**src/rtl/stop_prot_pkg.sv**
```systemverilog
package stop_prot_pkg;
  // register offsets on the plain register port (word index)
  localparam logic [3:0] ADDR_PF_ENABLE = 4'h0;
  localparam logic [3:0] ADDR_PF_DECEL = 4'h1;
  localparam logic [3:0] ADDR_FAULT_STOP = 4'h2;
  localparam logic [3:0] ADDR_OT_INPUT = 4'h3;
  localparam logic [3:0] ADDR_OT_STOP = 4'h4;
  localparam logic [3:0] ADDR_ESTOP_TORQUE = 4'h5;
  localparam logic [3:0] ADDR_SOFT_MODE = 4'h6;
  localparam logic [3:0] ADDR_POS_LIMIT = 4'h7;
  localparam logic [3:0] ADDR_NEG_LIMIT = 4'h8;
  localparam logic [3:0] ADDR_LOCAL_DECEL = 4'h9;
  localparam logic [3:0] ADDR_STATUS = 4'hA;
  // reset values
  localparam logic [15:0] RST_PF_ENABLE = 16'h0000;
  localparam logic [15:0] RST_PF_DECEL = 16'h0014;
  localparam logic [15:0] RST_FAULT_STOP = 16'h0000;
  localparam logic [15:0] RST_OT_INPUT = 16'h0001;
  localparam logic [15:0] RST_OT_STOP = 16'h0000;
  localparam logic [15:0] RST_ESTOP_TORQUE = 16'h03E8;
  localparam logic [15:0] RST_SOFT_MODE = 16'h0000;
  localparam logic [31:0] RST_POS_LIMIT = 32'h7FFFFFFF;
  localparam logic [31:0] RST_NEG_LIMIT = 32'h80000000;
  localparam logic [15:0] RST_LOCAL_DECEL = 16'h0000;
  // setting ranges
  localparam logic [15:0] MAX_PF_DECEL = 16'h2710;
  localparam logic [15:0] MAX_ESTOP_TORQUE = 16'h1388;
  localparam logic [15:0] MAX_METHOD = 16'h0002;
  localparam logic [15:0] MAX_FLAG = 16'h0001;
  // status register bit positions
  localparam int ST_STOP_ACTIVE = 0;
  localparam int ST_OT_WARN = 1;
  localparam int ST_HOMED = 2;
  localparam int ST_LOCK_POS = 3;
  localparam int ST_LOCK_NEG = 4;
  localparam int ST_TORQUE_OFF = 5;
  localparam int ST_PF_ACTIVE = 6;
  // stop styles driven to the control loop
  typedef enum logic [1:0] {
    STOP_NONE = 2'b00,
    STOP_COAST = 2'b01,
    STOP_DECEL = 2'b10,
    STOP_TORQUE = 2'b11
  } stop_kind_e;
  // supervisor states
  typedef enum logic [2:0] {
    ST_RUN = 3'b000,
    ST_PF_STOP = 3'b001,
    ST_FAULT_STOP = 3'b010,
    ST_FREE = 3'b011,
    ST_OT_STOP = 3'b100,
    ST_OT_HOLD = 3'b101
  } sup_state_e;
endpackage

```
**src/rtl/stop_protection_soft_limit.sv**
```systemverilog
`timescale 1ns/1ns
// Operation
// - power-fail enabled: decelerate, do not coast
// - power-fail enable 0/1, default off, immediate
// - supply back quickly: resume previous state
// - power-fail stop uses power-fail decel time
// - fault method 0: cut current, coast
// - fault method 1: drive to zero, then free
// - fault method 2: emergency torque, then free
// - emergency torque 0..5000, default 1000
// - overtravel inputs ignored by default; 0 enables
// - overtravel method 0: coast, then lock
// - overtravel method 1: decelerate, then lock
// - overtravel method 2: torque, lock one direction
// - coasting stop uses no decel time
// - decel from local or network quick-stop setting
// - soft-limit mode off, always, after homing
// - signed 32-bit limits, extreme defaults
// - soft limits in every control mode
// - position out of range: warn and stop
// - homing-complete status output
module stop_protection_soft_limit
  import stop_prot_pkg::*;
(
  input wire logic ref_clk,
  input wire logic rst_n,
  input wire logic [3:0] reg_addr,
  input wire logic [31:0] reg_wdata,
  input wire logic reg_wr,
  input wire logic reg_rd,
  output logic [31:0] reg_rdata,
  input wire logic positive_drive_inhibit,
  input wire logic negative_drive_inhibit,
  input wire logic mains_lost,
  input wire logic class2_fault,
  input wire logic homing_done,
  input wire logic motor_running,
  input wire logic zero_speed,
  input wire logic network_cmd,
  input wire logic [15:0] net_quick_stop_decel,
  input wire logic signed [31:0] feedback_position_cmd_units,
  output stop_kind_e stop_kind,
  output logic torque_off,
  output logic [15:0] stop_decel_time,
  output logic [15:0] stop_torque_limit,
  output logic lock_pos,
  output logic lock_neg,
  output logic overtravel_warning,
  output logic homing_complete
);

  // pin synchronisers: first stage is read only by the second
  logic [4:0] sync1;
  logic [4:0] sync2;
  wire [4:0] pins_raw = {homing_done, class2_fault, mains_lost, negative_drive_inhibit, positive_drive_inhibit};
  wire pos_inh = sync2[0];
  wire neg_inh = sync2[1];
  wire mains_off = sync2[2];
  wire fault = sync2[3];
  wire homed = sync2[4];

  // settings
  logic [15:0] power_fail_protect_enable;
  logic [15:0] power_fail_decel_time;
  logic [15:0] fault_stop_method; // written value
  logic [15:0] overtravel_input_select;
  logic [15:0] overtravel_stop_method;
  logic [15:0] emergency_stop_torque;
  logic [15:0] soft_limit_mode;
  logic signed [31:0] positive_soft_limit;
  logic signed [31:0] negative_soft_limit;
  logic [15:0] local_stop_decel_time;
  // copies in force; only refreshed while the motor is not driven
  logic [1:0] fault_method_act;
  logic ot_input_act;
  logic [1:0] ot_method_act;

  // state
  sup_state_e state;
  sup_state_e next_state;
  sup_state_e resume_state; // state held before a dropout
  logic ot_dir_pos; // direction that tripped overtravel

  // write decode
  wire wr_pf_en = reg_wr && (reg_addr == ADDR_PF_ENABLE);
  wire wr_pf_dec = reg_wr && (reg_addr == ADDR_PF_DECEL);
  wire wr_fault = reg_wr && (reg_addr == ADDR_FAULT_STOP);
  wire wr_ot_in = reg_wr && (reg_addr == ADDR_OT_INPUT);
  wire wr_ot_stop = reg_wr && (reg_addr == ADDR_OT_STOP);
  wire wr_torque = reg_wr && (reg_addr == ADDR_ESTOP_TORQUE);
  wire wr_soft = reg_wr && (reg_addr == ADDR_SOFT_MODE);
  wire wr_pos = reg_wr && (reg_addr == ADDR_POS_LIMIT);
  wire wr_neg = reg_wr && (reg_addr == ADDR_NEG_LIMIT);
  wire wr_local = reg_wr && (reg_addr == ADDR_LOCAL_DECEL);
  wire [15:0] wlo = reg_wdata[15:0];
  // out-of-range values are refused and the old setting kept
  wire ok_flag = wlo <= MAX_FLAG;
  wire ok_method = wlo <= MAX_METHOD;
  wire ok_pf_dec = wlo <= MAX_PF_DECEL;
  wire ok_torque = wlo <= MAX_ESTOP_TORQUE;

  // soft-limit check armed per mode, in every control mode
  wire soft_armed = (soft_limit_mode == 16'h0001) ||
                    ((soft_limit_mode == 16'h0002) && homed);
  wire over_pos = feedback_position_cmd_units > positive_soft_limit;
  wire over_neg = feedback_position_cmd_units < negative_soft_limit;
  // position outside the window, whether or not the motor turns;
  // the hold state needs this, since a stopped motor never trips
  wire soft_out = soft_armed && (over_pos || over_neg);
  wire soft_trip = soft_out && motor_running;
  // hardware drive-inhibit inputs count only when selected
  wire hw_pos = !ot_input_act && pos_inh;
  wire hw_neg = !ot_input_act && neg_inh;
  wire ot_trip = hw_pos || hw_neg || soft_trip;
  wire ot_pos = hw_pos || (soft_trip && over_pos);
  // overtravel still present; keeps the shaft locked until it clears
  wire ot_level = hw_pos || hw_neg || soft_out;
  wire pf_on = power_fail_protect_enable[0];
  // motor not driven: settings may be taken over
  // the free state counts too, since current is already off there
  wire idle = !motor_running && ((state == ST_RUN) || (state == ST_FREE));
  // decel source for zero-speed and torque stops
  wire [15:0] qs_decel = network_cmd ? net_quick_stop_decel : local_stop_decel_time;

  // synchroniser flops
  // a pin that changes near the edge may leave sync1 unsettled,
  // so only sync2 is ever read by the logic
  always_ff @(posedge ref_clk) begin
    if (!rst_n) begin
      sync1 <= 5'h00;
      sync2 <= 5'h00;
    end else begin
      sync1 <= pins_raw;
      sync2 <= sync1;
    end
  end

  // register writes; changes apply at once unless noted
  // limits take any 32-bit pattern and are never refused; a crossed
  // pair simply leaves every position out of range
  always_ff @(posedge ref_clk) begin
    if (!rst_n) begin
      power_fail_protect_enable <= RST_PF_ENABLE;
      power_fail_decel_time <= RST_PF_DECEL;
      fault_stop_method <= RST_FAULT_STOP;
      overtravel_input_select <= RST_OT_INPUT;
      overtravel_stop_method <= RST_OT_STOP;
      emergency_stop_torque <= RST_ESTOP_TORQUE;
      soft_limit_mode <= RST_SOFT_MODE;
      positive_soft_limit <= RST_POS_LIMIT;
      negative_soft_limit <= RST_NEG_LIMIT;
      local_stop_decel_time <= RST_LOCAL_DECEL;
    end else begin
      if (wr_pf_en && ok_flag) power_fail_protect_enable <= wlo;
      if (wr_pf_dec && ok_pf_dec) power_fail_decel_time <= wlo;
      if (wr_fault && ok_method) fault_stop_method <= wlo;
      if (wr_ot_in && ok_flag) overtravel_input_select <= wlo;
      if (wr_ot_stop && ok_method) overtravel_stop_method <= wlo;
      if (wr_torque && ok_torque) emergency_stop_torque <= wlo;
      if (wr_soft && ok_method) soft_limit_mode <= wlo;
      if (wr_pos) positive_soft_limit <= reg_wdata;
      if (wr_neg) negative_soft_limit <= reg_wdata;
      if (wr_local) local_stop_decel_time <= wlo;
    end
  end

  // method settings take effect only with the motor at rest
  // switching stop style in mid-stop would leave the loop half-way
  // between two behaviours, hence the deferral
  always_ff @(posedge ref_clk) begin
    if (!rst_n) begin
      fault_method_act <= RST_FAULT_STOP[1:0];
      ot_input_act <= RST_OT_INPUT[0];
      ot_method_act <= RST_OT_STOP[1:0];
    end else if (idle) begin
      fault_method_act <= fault_stop_method[1:0];
      ot_input_act <= overtravel_input_select[0];
      ot_method_act <= overtravel_stop_method[1:0];
    end
  end

  // supervisor transitions; fault wins over mains loss over overtravel
  always_comb begin
    next_state = state;
    case (state)
      ST_RUN: begin
        if (fault) begin
          next_state = ST_FAULT_STOP;
        end else if (mains_off && pf_on && motor_running) begin
          next_state = ST_PF_STOP;
        end else if (ot_trip) begin
          next_state = ST_OT_STOP;
        end
      end
      ST_PF_STOP: begin
        if (fault) begin
          next_state = ST_FAULT_STOP;
        end else if (!mains_off) begin
          next_state = resume_state;
        end
      end
      ST_FAULT_STOP: begin
        // method 0 drops to free at once, others after standstill
        if (fault_method_act == 2'b00 || zero_speed) begin
          next_state = ST_FREE;
        end
      end
      ST_FREE: begin
        if (!fault) begin
          next_state = ST_RUN;
        end
      end
      ST_OT_STOP: begin
        if (fault) begin
          next_state = ST_FAULT_STOP;
        end else if (zero_speed) begin
          next_state = ST_OT_HOLD;
        end
      end
      ST_OT_HOLD: begin
        if (fault) begin
          next_state = ST_FAULT_STOP;
        end else if (!ot_level) begin
          // release only once the pins and the position are back in range
          next_state = ST_RUN;
        end
      end
      default: next_state = ST_RUN;
    endcase
  end

  // state register, remembers where a dropout began
  // the tripping direction is caught on entry so that method 2 still
  // locks the right side once the motor has come to rest
  always_ff @(posedge ref_clk) begin
    if (!rst_n) begin
      state <= ST_RUN;
      resume_state <= ST_RUN;
      ot_dir_pos <= 1'b0;
    end else begin
      state <= next_state;
      if (next_state == ST_PF_STOP && state != ST_PF_STOP) resume_state <= state;
      if (state == ST_RUN && next_state == ST_OT_STOP) ot_dir_pos <= ot_pos;
    end
  end

  // outputs to the control loop, registered
  // decoded from next_state so the outputs land together with the
  // state change rather than one cycle behind it
  always_ff @(posedge ref_clk) begin
    if (!rst_n) begin
      stop_kind <= STOP_NONE;
      torque_off <= 1'b0;
      stop_decel_time <= 16'h0000;
      stop_torque_limit <= RST_ESTOP_TORQUE;
      lock_pos <= 1'b0;
      lock_neg <= 1'b0;
      overtravel_warning <= 1'b0;
      homing_complete <= 1'b0;
    end else begin
      homing_complete <= homed;
      overtravel_warning <= soft_trip || ((state == ST_OT_STOP || state == ST_OT_HOLD) && soft_armed &&
                            (over_pos || over_neg));
      stop_torque_limit <= emergency_stop_torque;
      case (next_state)
        ST_PF_STOP: begin
          stop_kind <= STOP_DECEL;
          torque_off <= 1'b0;
          stop_decel_time <= power_fail_decel_time;
          lock_pos <= 1'b0;
          lock_neg <= 1'b0;
        end
        ST_FAULT_STOP: begin
          // coast needs no decel time
          stop_kind <= (fault_method_act == 2'b01) ? STOP_DECEL :
                       (fault_method_act == 2'b10) ? STOP_TORQUE : STOP_COAST;
          torque_off <= fault_method_act == 2'b00;
          stop_decel_time <= (fault_method_act == 2'b00) ? 16'h0000 : qs_decel;
          lock_pos <= 1'b0;
          lock_neg <= 1'b0;
        end
        ST_FREE: begin
          stop_kind <= STOP_COAST;
          torque_off <= 1'b1;
          stop_decel_time <= 16'h0000;
          lock_pos <= 1'b0;
          lock_neg <= 1'b0;
        end
        ST_OT_STOP: begin
          stop_kind <= (ot_method_act == 2'b01) ? STOP_DECEL :
                       (ot_method_act == 2'b10) ? STOP_TORQUE : STOP_COAST;
          torque_off <= ot_method_act == 2'b00;
          stop_decel_time <= (ot_method_act == 2'b00) ? 16'h0000 : qs_decel;
          lock_pos <= 1'b0;
          lock_neg <= 1'b0;
        end
        ST_OT_HOLD: begin
          // methods 0/1 lock the shaft, 2 locks only the tripped side
          stop_kind <= STOP_NONE;
          torque_off <= 1'b0;
          stop_decel_time <= 16'h0000;
          lock_pos <= (ot_method_act != 2'b10) || ot_dir_pos;
          lock_neg <= (ot_method_act != 2'b10) || !ot_dir_pos;
        end
        default: begin
          stop_kind <= STOP_NONE;
          torque_off <= 1'b0;
          stop_decel_time <= 16'h0000;
          lock_pos <= 1'b0;
          lock_neg <= 1'b0;
        end
      endcase
    end
  end

  // read mux; unmapped reads give zero
  // status is built from the registered outputs plus the power-fail state bit, so software sees
  // exactly what the control loop is being told
  logic [31:0] next_rdata;
  wire [31:0] status_word = {25'h0000000, state == ST_PF_STOP, torque_off, lock_neg, lock_pos,
                             homing_complete, overtravel_warning, stop_kind != STOP_NONE};
  always_comb begin
    if (reg_addr == ADDR_PF_ENABLE) next_rdata = {16'h0000, power_fail_protect_enable};
    else if (reg_addr == ADDR_PF_DECEL) next_rdata = {16'h0000, power_fail_decel_time};
    else if (reg_addr == ADDR_FAULT_STOP) next_rdata = {16'h0000, fault_stop_method};
    else if (reg_addr == ADDR_OT_INPUT) next_rdata = {16'h0000, overtravel_input_select};
    else if (reg_addr == ADDR_OT_STOP) next_rdata = {16'h0000, overtravel_stop_method};
    else if (reg_addr == ADDR_ESTOP_TORQUE) next_rdata = {16'h0000, emergency_stop_torque};
    else if (reg_addr == ADDR_SOFT_MODE) next_rdata = {16'h0000, soft_limit_mode};
    else if (reg_addr == ADDR_POS_LIMIT) next_rdata = positive_soft_limit;
    else if (reg_addr == ADDR_NEG_LIMIT) next_rdata = negative_soft_limit;
    else if (reg_addr == ADDR_LOCAL_DECEL) next_rdata = {16'h0000, local_stop_decel_time};
    else if (reg_addr == ADDR_STATUS) next_rdata = status_word;
    else next_rdata = 32'h00000000;
  end

  // read data stands only in the cycle after the strobe
  always_ff @(posedge ref_clk) begin
    if (!rst_n) reg_rdata <= 32'h00000000;
    else if (reg_rd) reg_rdata <= next_rdata;
    else reg_rdata <= 32'h00000000;
  end

endmodule

```
**config.mk**
```make
export PLATFORM = sky130hd
export DESIGN_NAME = stop_protection_soft_limit
export DESIGN_NICKNAME = d
export VERILOG_FILES = /design/src/rtl/stop_prot_pkg.sv /design/src/rtl/stop_protection_soft_limit.sv
export SDC_FILE = /design/constraint.sdc
export NUM_CORES = 1
export LEC_CHECK = 0
export BUFFER_PORTS_ARGS = -buffer_cell sky130_fd_sc_hd__buf_2
export CAP_MARGIN = 20
export CORE_MARGIN = 1
export CORE_UTILIZATION = 25
export DETAILED_ROUTE_END_ITERATION = 6
export GPL_ROUTABILITY_DRIVEN = 1
export GPL_TIMING_DRIVEN = 0
export PLACE_DENSITY = 0.38
export SYNTH_ARGS = -nofsm -noshare
export SYNTH_HDL_FRONTEND = slang
export SYNTH_SLANG_ARGS = --single-unit
```
**constraint.sdc**
```tcl
create_clock -name ref_clk -period 4.37 [get_ports ref_clk]
set_clock_uncertainty 0.1 [all_clocks]
set_input_delay 0.437 -clock ref_clk [delete_from_list [all_inputs] [get_ports ref_clk]]
set_output_delay 0.437 -clock ref_clk [all_outputs]
set_load 0.05 [all_outputs]
```
==> impl_metrics.tcl <==
set metrics [dict create \
    ys.warnings.count 0 \
    grt_pass1_wl_um 75250 \
    path_cells "inv_1 -> ha_1 -> nand4_2 -> nor4_1 -> inv_1 -> a311oi_1 -> nor2_1 -> a211oi_4 -> nor2_4 -> clkbuf_2 -> or4b_1 -> a31oi_1" \
    cp_common_cell "inv_1" \
    maxCapViolCount 0 \
    grt_util_met1_pct 27.07 \
    synth_edf_count 0 \
    synthCells 1448 \
    worst_pin_slew_ps 850.4 \
    syn2layout_area_growth_pct 22.09 \
    drive_above_1_share_pct 15.37 \
    start_util_pct 25.30 \
    clock_latency_ps 550 \
    placed_area_um2 14610 \
    seqPwrFrac_pct 42.6 \
    clk_path_buf_depth 3 \
    critPathMaxStageDelay_ps 560 \
    ys_top_cells_by_area "dfxtp_1, ha_1, nand2_1, mux2i_1, and3_1" \
    ant_nets 0 \
    ff2ff_setup_slack_ps 430 \
    p_int_mw 4.618 \
    rows 83 \
    synth_area_um2 12980 \
    critical-path-top-delay-family "simple AND/OR/NAND/NOR gates" \
    grtUsageMet3_pct 3.286 \
    slew_violations 0 \
    synth.distinct_cells 66 \
    final_cell_mix "dfxtp_1, nand2_1, buf_2" \
    endpoint_kind "flip-flop" \
    clkPwrFrac_pct 48.7 \
    grt_antenna_before_repair 0 \
    seq_area_um2 5705 \
    gp_congestion 0.8930 \
    synth_top_cell_by_area "dfxtp_1" \
    final.setup.tns_ps 0 \
    ctsHoldBuffers 5 \
    dr.pass1.iters 5 \
    slowest_stage "a311oi_1" \
    wirelength_um 51130 \
    dieWidth_um 229.9 \
    gr-total-overflow 0 \
    grt_usage_pct 19.26 \
    die_area_um2 52840 \
    use_met2_pct 29.99 \
    fmax_ghz 0.2540 \
    synth-main-ff-cell "dfxtp_1" \
    comb_power_share_pct 8.7 \
    syn_nets 1612 \
    hold_path_class "in2reg" \
    cts_sinks 285 \
    synth_top_area_share_pct 43.95 \
    fin_area_um2 15850 \
    synth-seq-area-share_pct 43.95 \
    worst_ep_required_time_ps 4710 \
    p_sw_share_pct 25.53 \
    slew_headroom_pct 43.31 \
    cts_buffers 36 \
    multi_input_area_um2 6574 \
    clk_pin_slew_ps 60 \
    critPathMaxFanout 10 \
    drcViolationCount 0 \
    cts-root-buf "clkbuf_16" \
    cts_tree "done" \
    synth_area_per_cell_um2 8.965 \
    final_hold_viol_count 0 \
    die_h_um 229.9 \
    fillers 5514 \
    period_share_pct 90.08 \
    postCtsSetupRepairBufs 0 \
    timing.critical_path.buf_inv 3 \
    h-tree-depth 2 \
    worstSetupPathType "reg2reg" \
    wl_per_cell_um 21.74 \
    grt_pass1_vias 11410 \
    dp_hpwl_um 39370 \
    dr_total_vias 11460 \
    setup-violations-final 0 \
    grt_max_degree 13 \
    finalCriticalPeriod_ps 3937 \
    p_sw_mw 1.583 \
    busiest_layer "met2" \
    final_common_cell "dfxtp_1" \
    start_kind "flip-flop" \
    ioPinCount 167 \
    num_antenna_cells 0 \
    leakage_nw 6.663 \
    ys_async_sr_fraction_pct 0 \
    p_per_area_nw_per_um2 391.3 \
    yosys_register_bits 285 \
    dr.first_iter.drc_count 939 \
    cts_resized 0 \
    core_um2 51300 \
    cp.arrival_ps 4280 \
    port_buffers 155 \
    rsz0062_at_grt "false" \
    via_per_inst 4.870 \
    layout.nets 1811 \
    max-vdd-ir-drop_mv 0.1775 \
    status "finished clean" \
]
-- final timing paths --
check | from | end | cells past startpoint
setup / recovery | positive_soft_limit[31] | stop_decel_time[9] | 12
hold reg to reg | sync1[4] | sync2[4] | 1
setup reg to reg | positive_soft_limit[31] | stop_decel_time[9] | 12
hold / removal | reg_wdata[31] | negative_soft_limit[31] | 3
-- per-layer routing --
layer	vias up	routed length, µm
li1	5549	-
met1	5522	24660
met2	318	22580
met3	66	2783
met4	0	1107
met5	-	0
-- synth_stat cells (all sizes together) (34+ instances only) --
cell    number
a21boi      51
a21oi       51
a22oi       37
a31oi       37
and2        44
and3        68
clkbuf      92
dfxtp      285
ha          68
inv         78
mux2i       54
nand2      200
nand4       34
nor2        66
nor2b       34
o211ai      42
-- registers in the layout (all words and copies together) (netlist names), 16 cells and up --
| name | cells |
|---|---|
| power_fail_protect_enable | 16 |
| overtravel_stop_method | 16 |
| reg_rdata | 32 |
| local_stop_decel_time | 16 |
| overtravel_input_select | 16 |
| fault_stop_method | 16 |
| stop_decel_time | 16 |
| negative_soft_limit | 32 |
| emergency_stop_torque | 16 |
| positive_soft_limit | 32 |
| soft_limit_mode | 16 |
| stop_torque_limit | 16 |
| power_fail_decel_time | 16 |
-- logic make-up after synthesis --
family	Yosys count	synth area share, %
buf+inv	183	5.407
flops	285	43.95
fa+ha+maj	68	6.554
mux	71	5.639
compound gates	314	17.47
simple gates	526	20.92
xor+xnor	1	0.06748
-- per-stage QoR --
stage	setup WS, ps	util [%]	instances	hold WS (ps)	power [mW]
floorplan	1297	-	1448	311.9	3.004
global placement	279.7	28.47	2283	325.0	3.237
detailed placement	317.6	28.47	2283	325.8	3.236
CTS	418.7	30.88	2351	12.71	6.285
global route	146.8	30.89	2352	43.58	6.434
finish	433.4	30.89	2352	38.07	6.201
-- area by class of cell --
type	count	area share, %
Inverter	78	1.847
Tap cell	680	5.368
Sequential cell	285	36.00
Clock inverter	11	0.7026
Timing Repair Buffer	161	5.258
Clock buffer	52	6.766
Multi-Input combinational cell	980	41.48
Buffer	105	2.582
-- tightest hold or removal path, delay by kind of cell --
kind                   cells  cell delay (ps)
AOI/OAI and AO/OA          1               80
and+or+nand+nor            1               40
buffers and inverters      1               90
-- power by group through the flow --
| stage | Combinational [mW] | Sequential, mW | Clock (mW) |
|---|---|---|---|
| after floorplan | 0.282 | 2.72 | 0 |
| after global placement | 0.536 | 2.70 | 0 |
| after detailed placement | 0.535 | 2.70 | 0 |
| after CTS | 0.541 | 2.64 | 3.10 |
| after global routing | 0.590 | 2.64 | 3.20 |
| final | 0.539 | 2.64 | 3.02 |
Power figures use the tool's default switching activity.
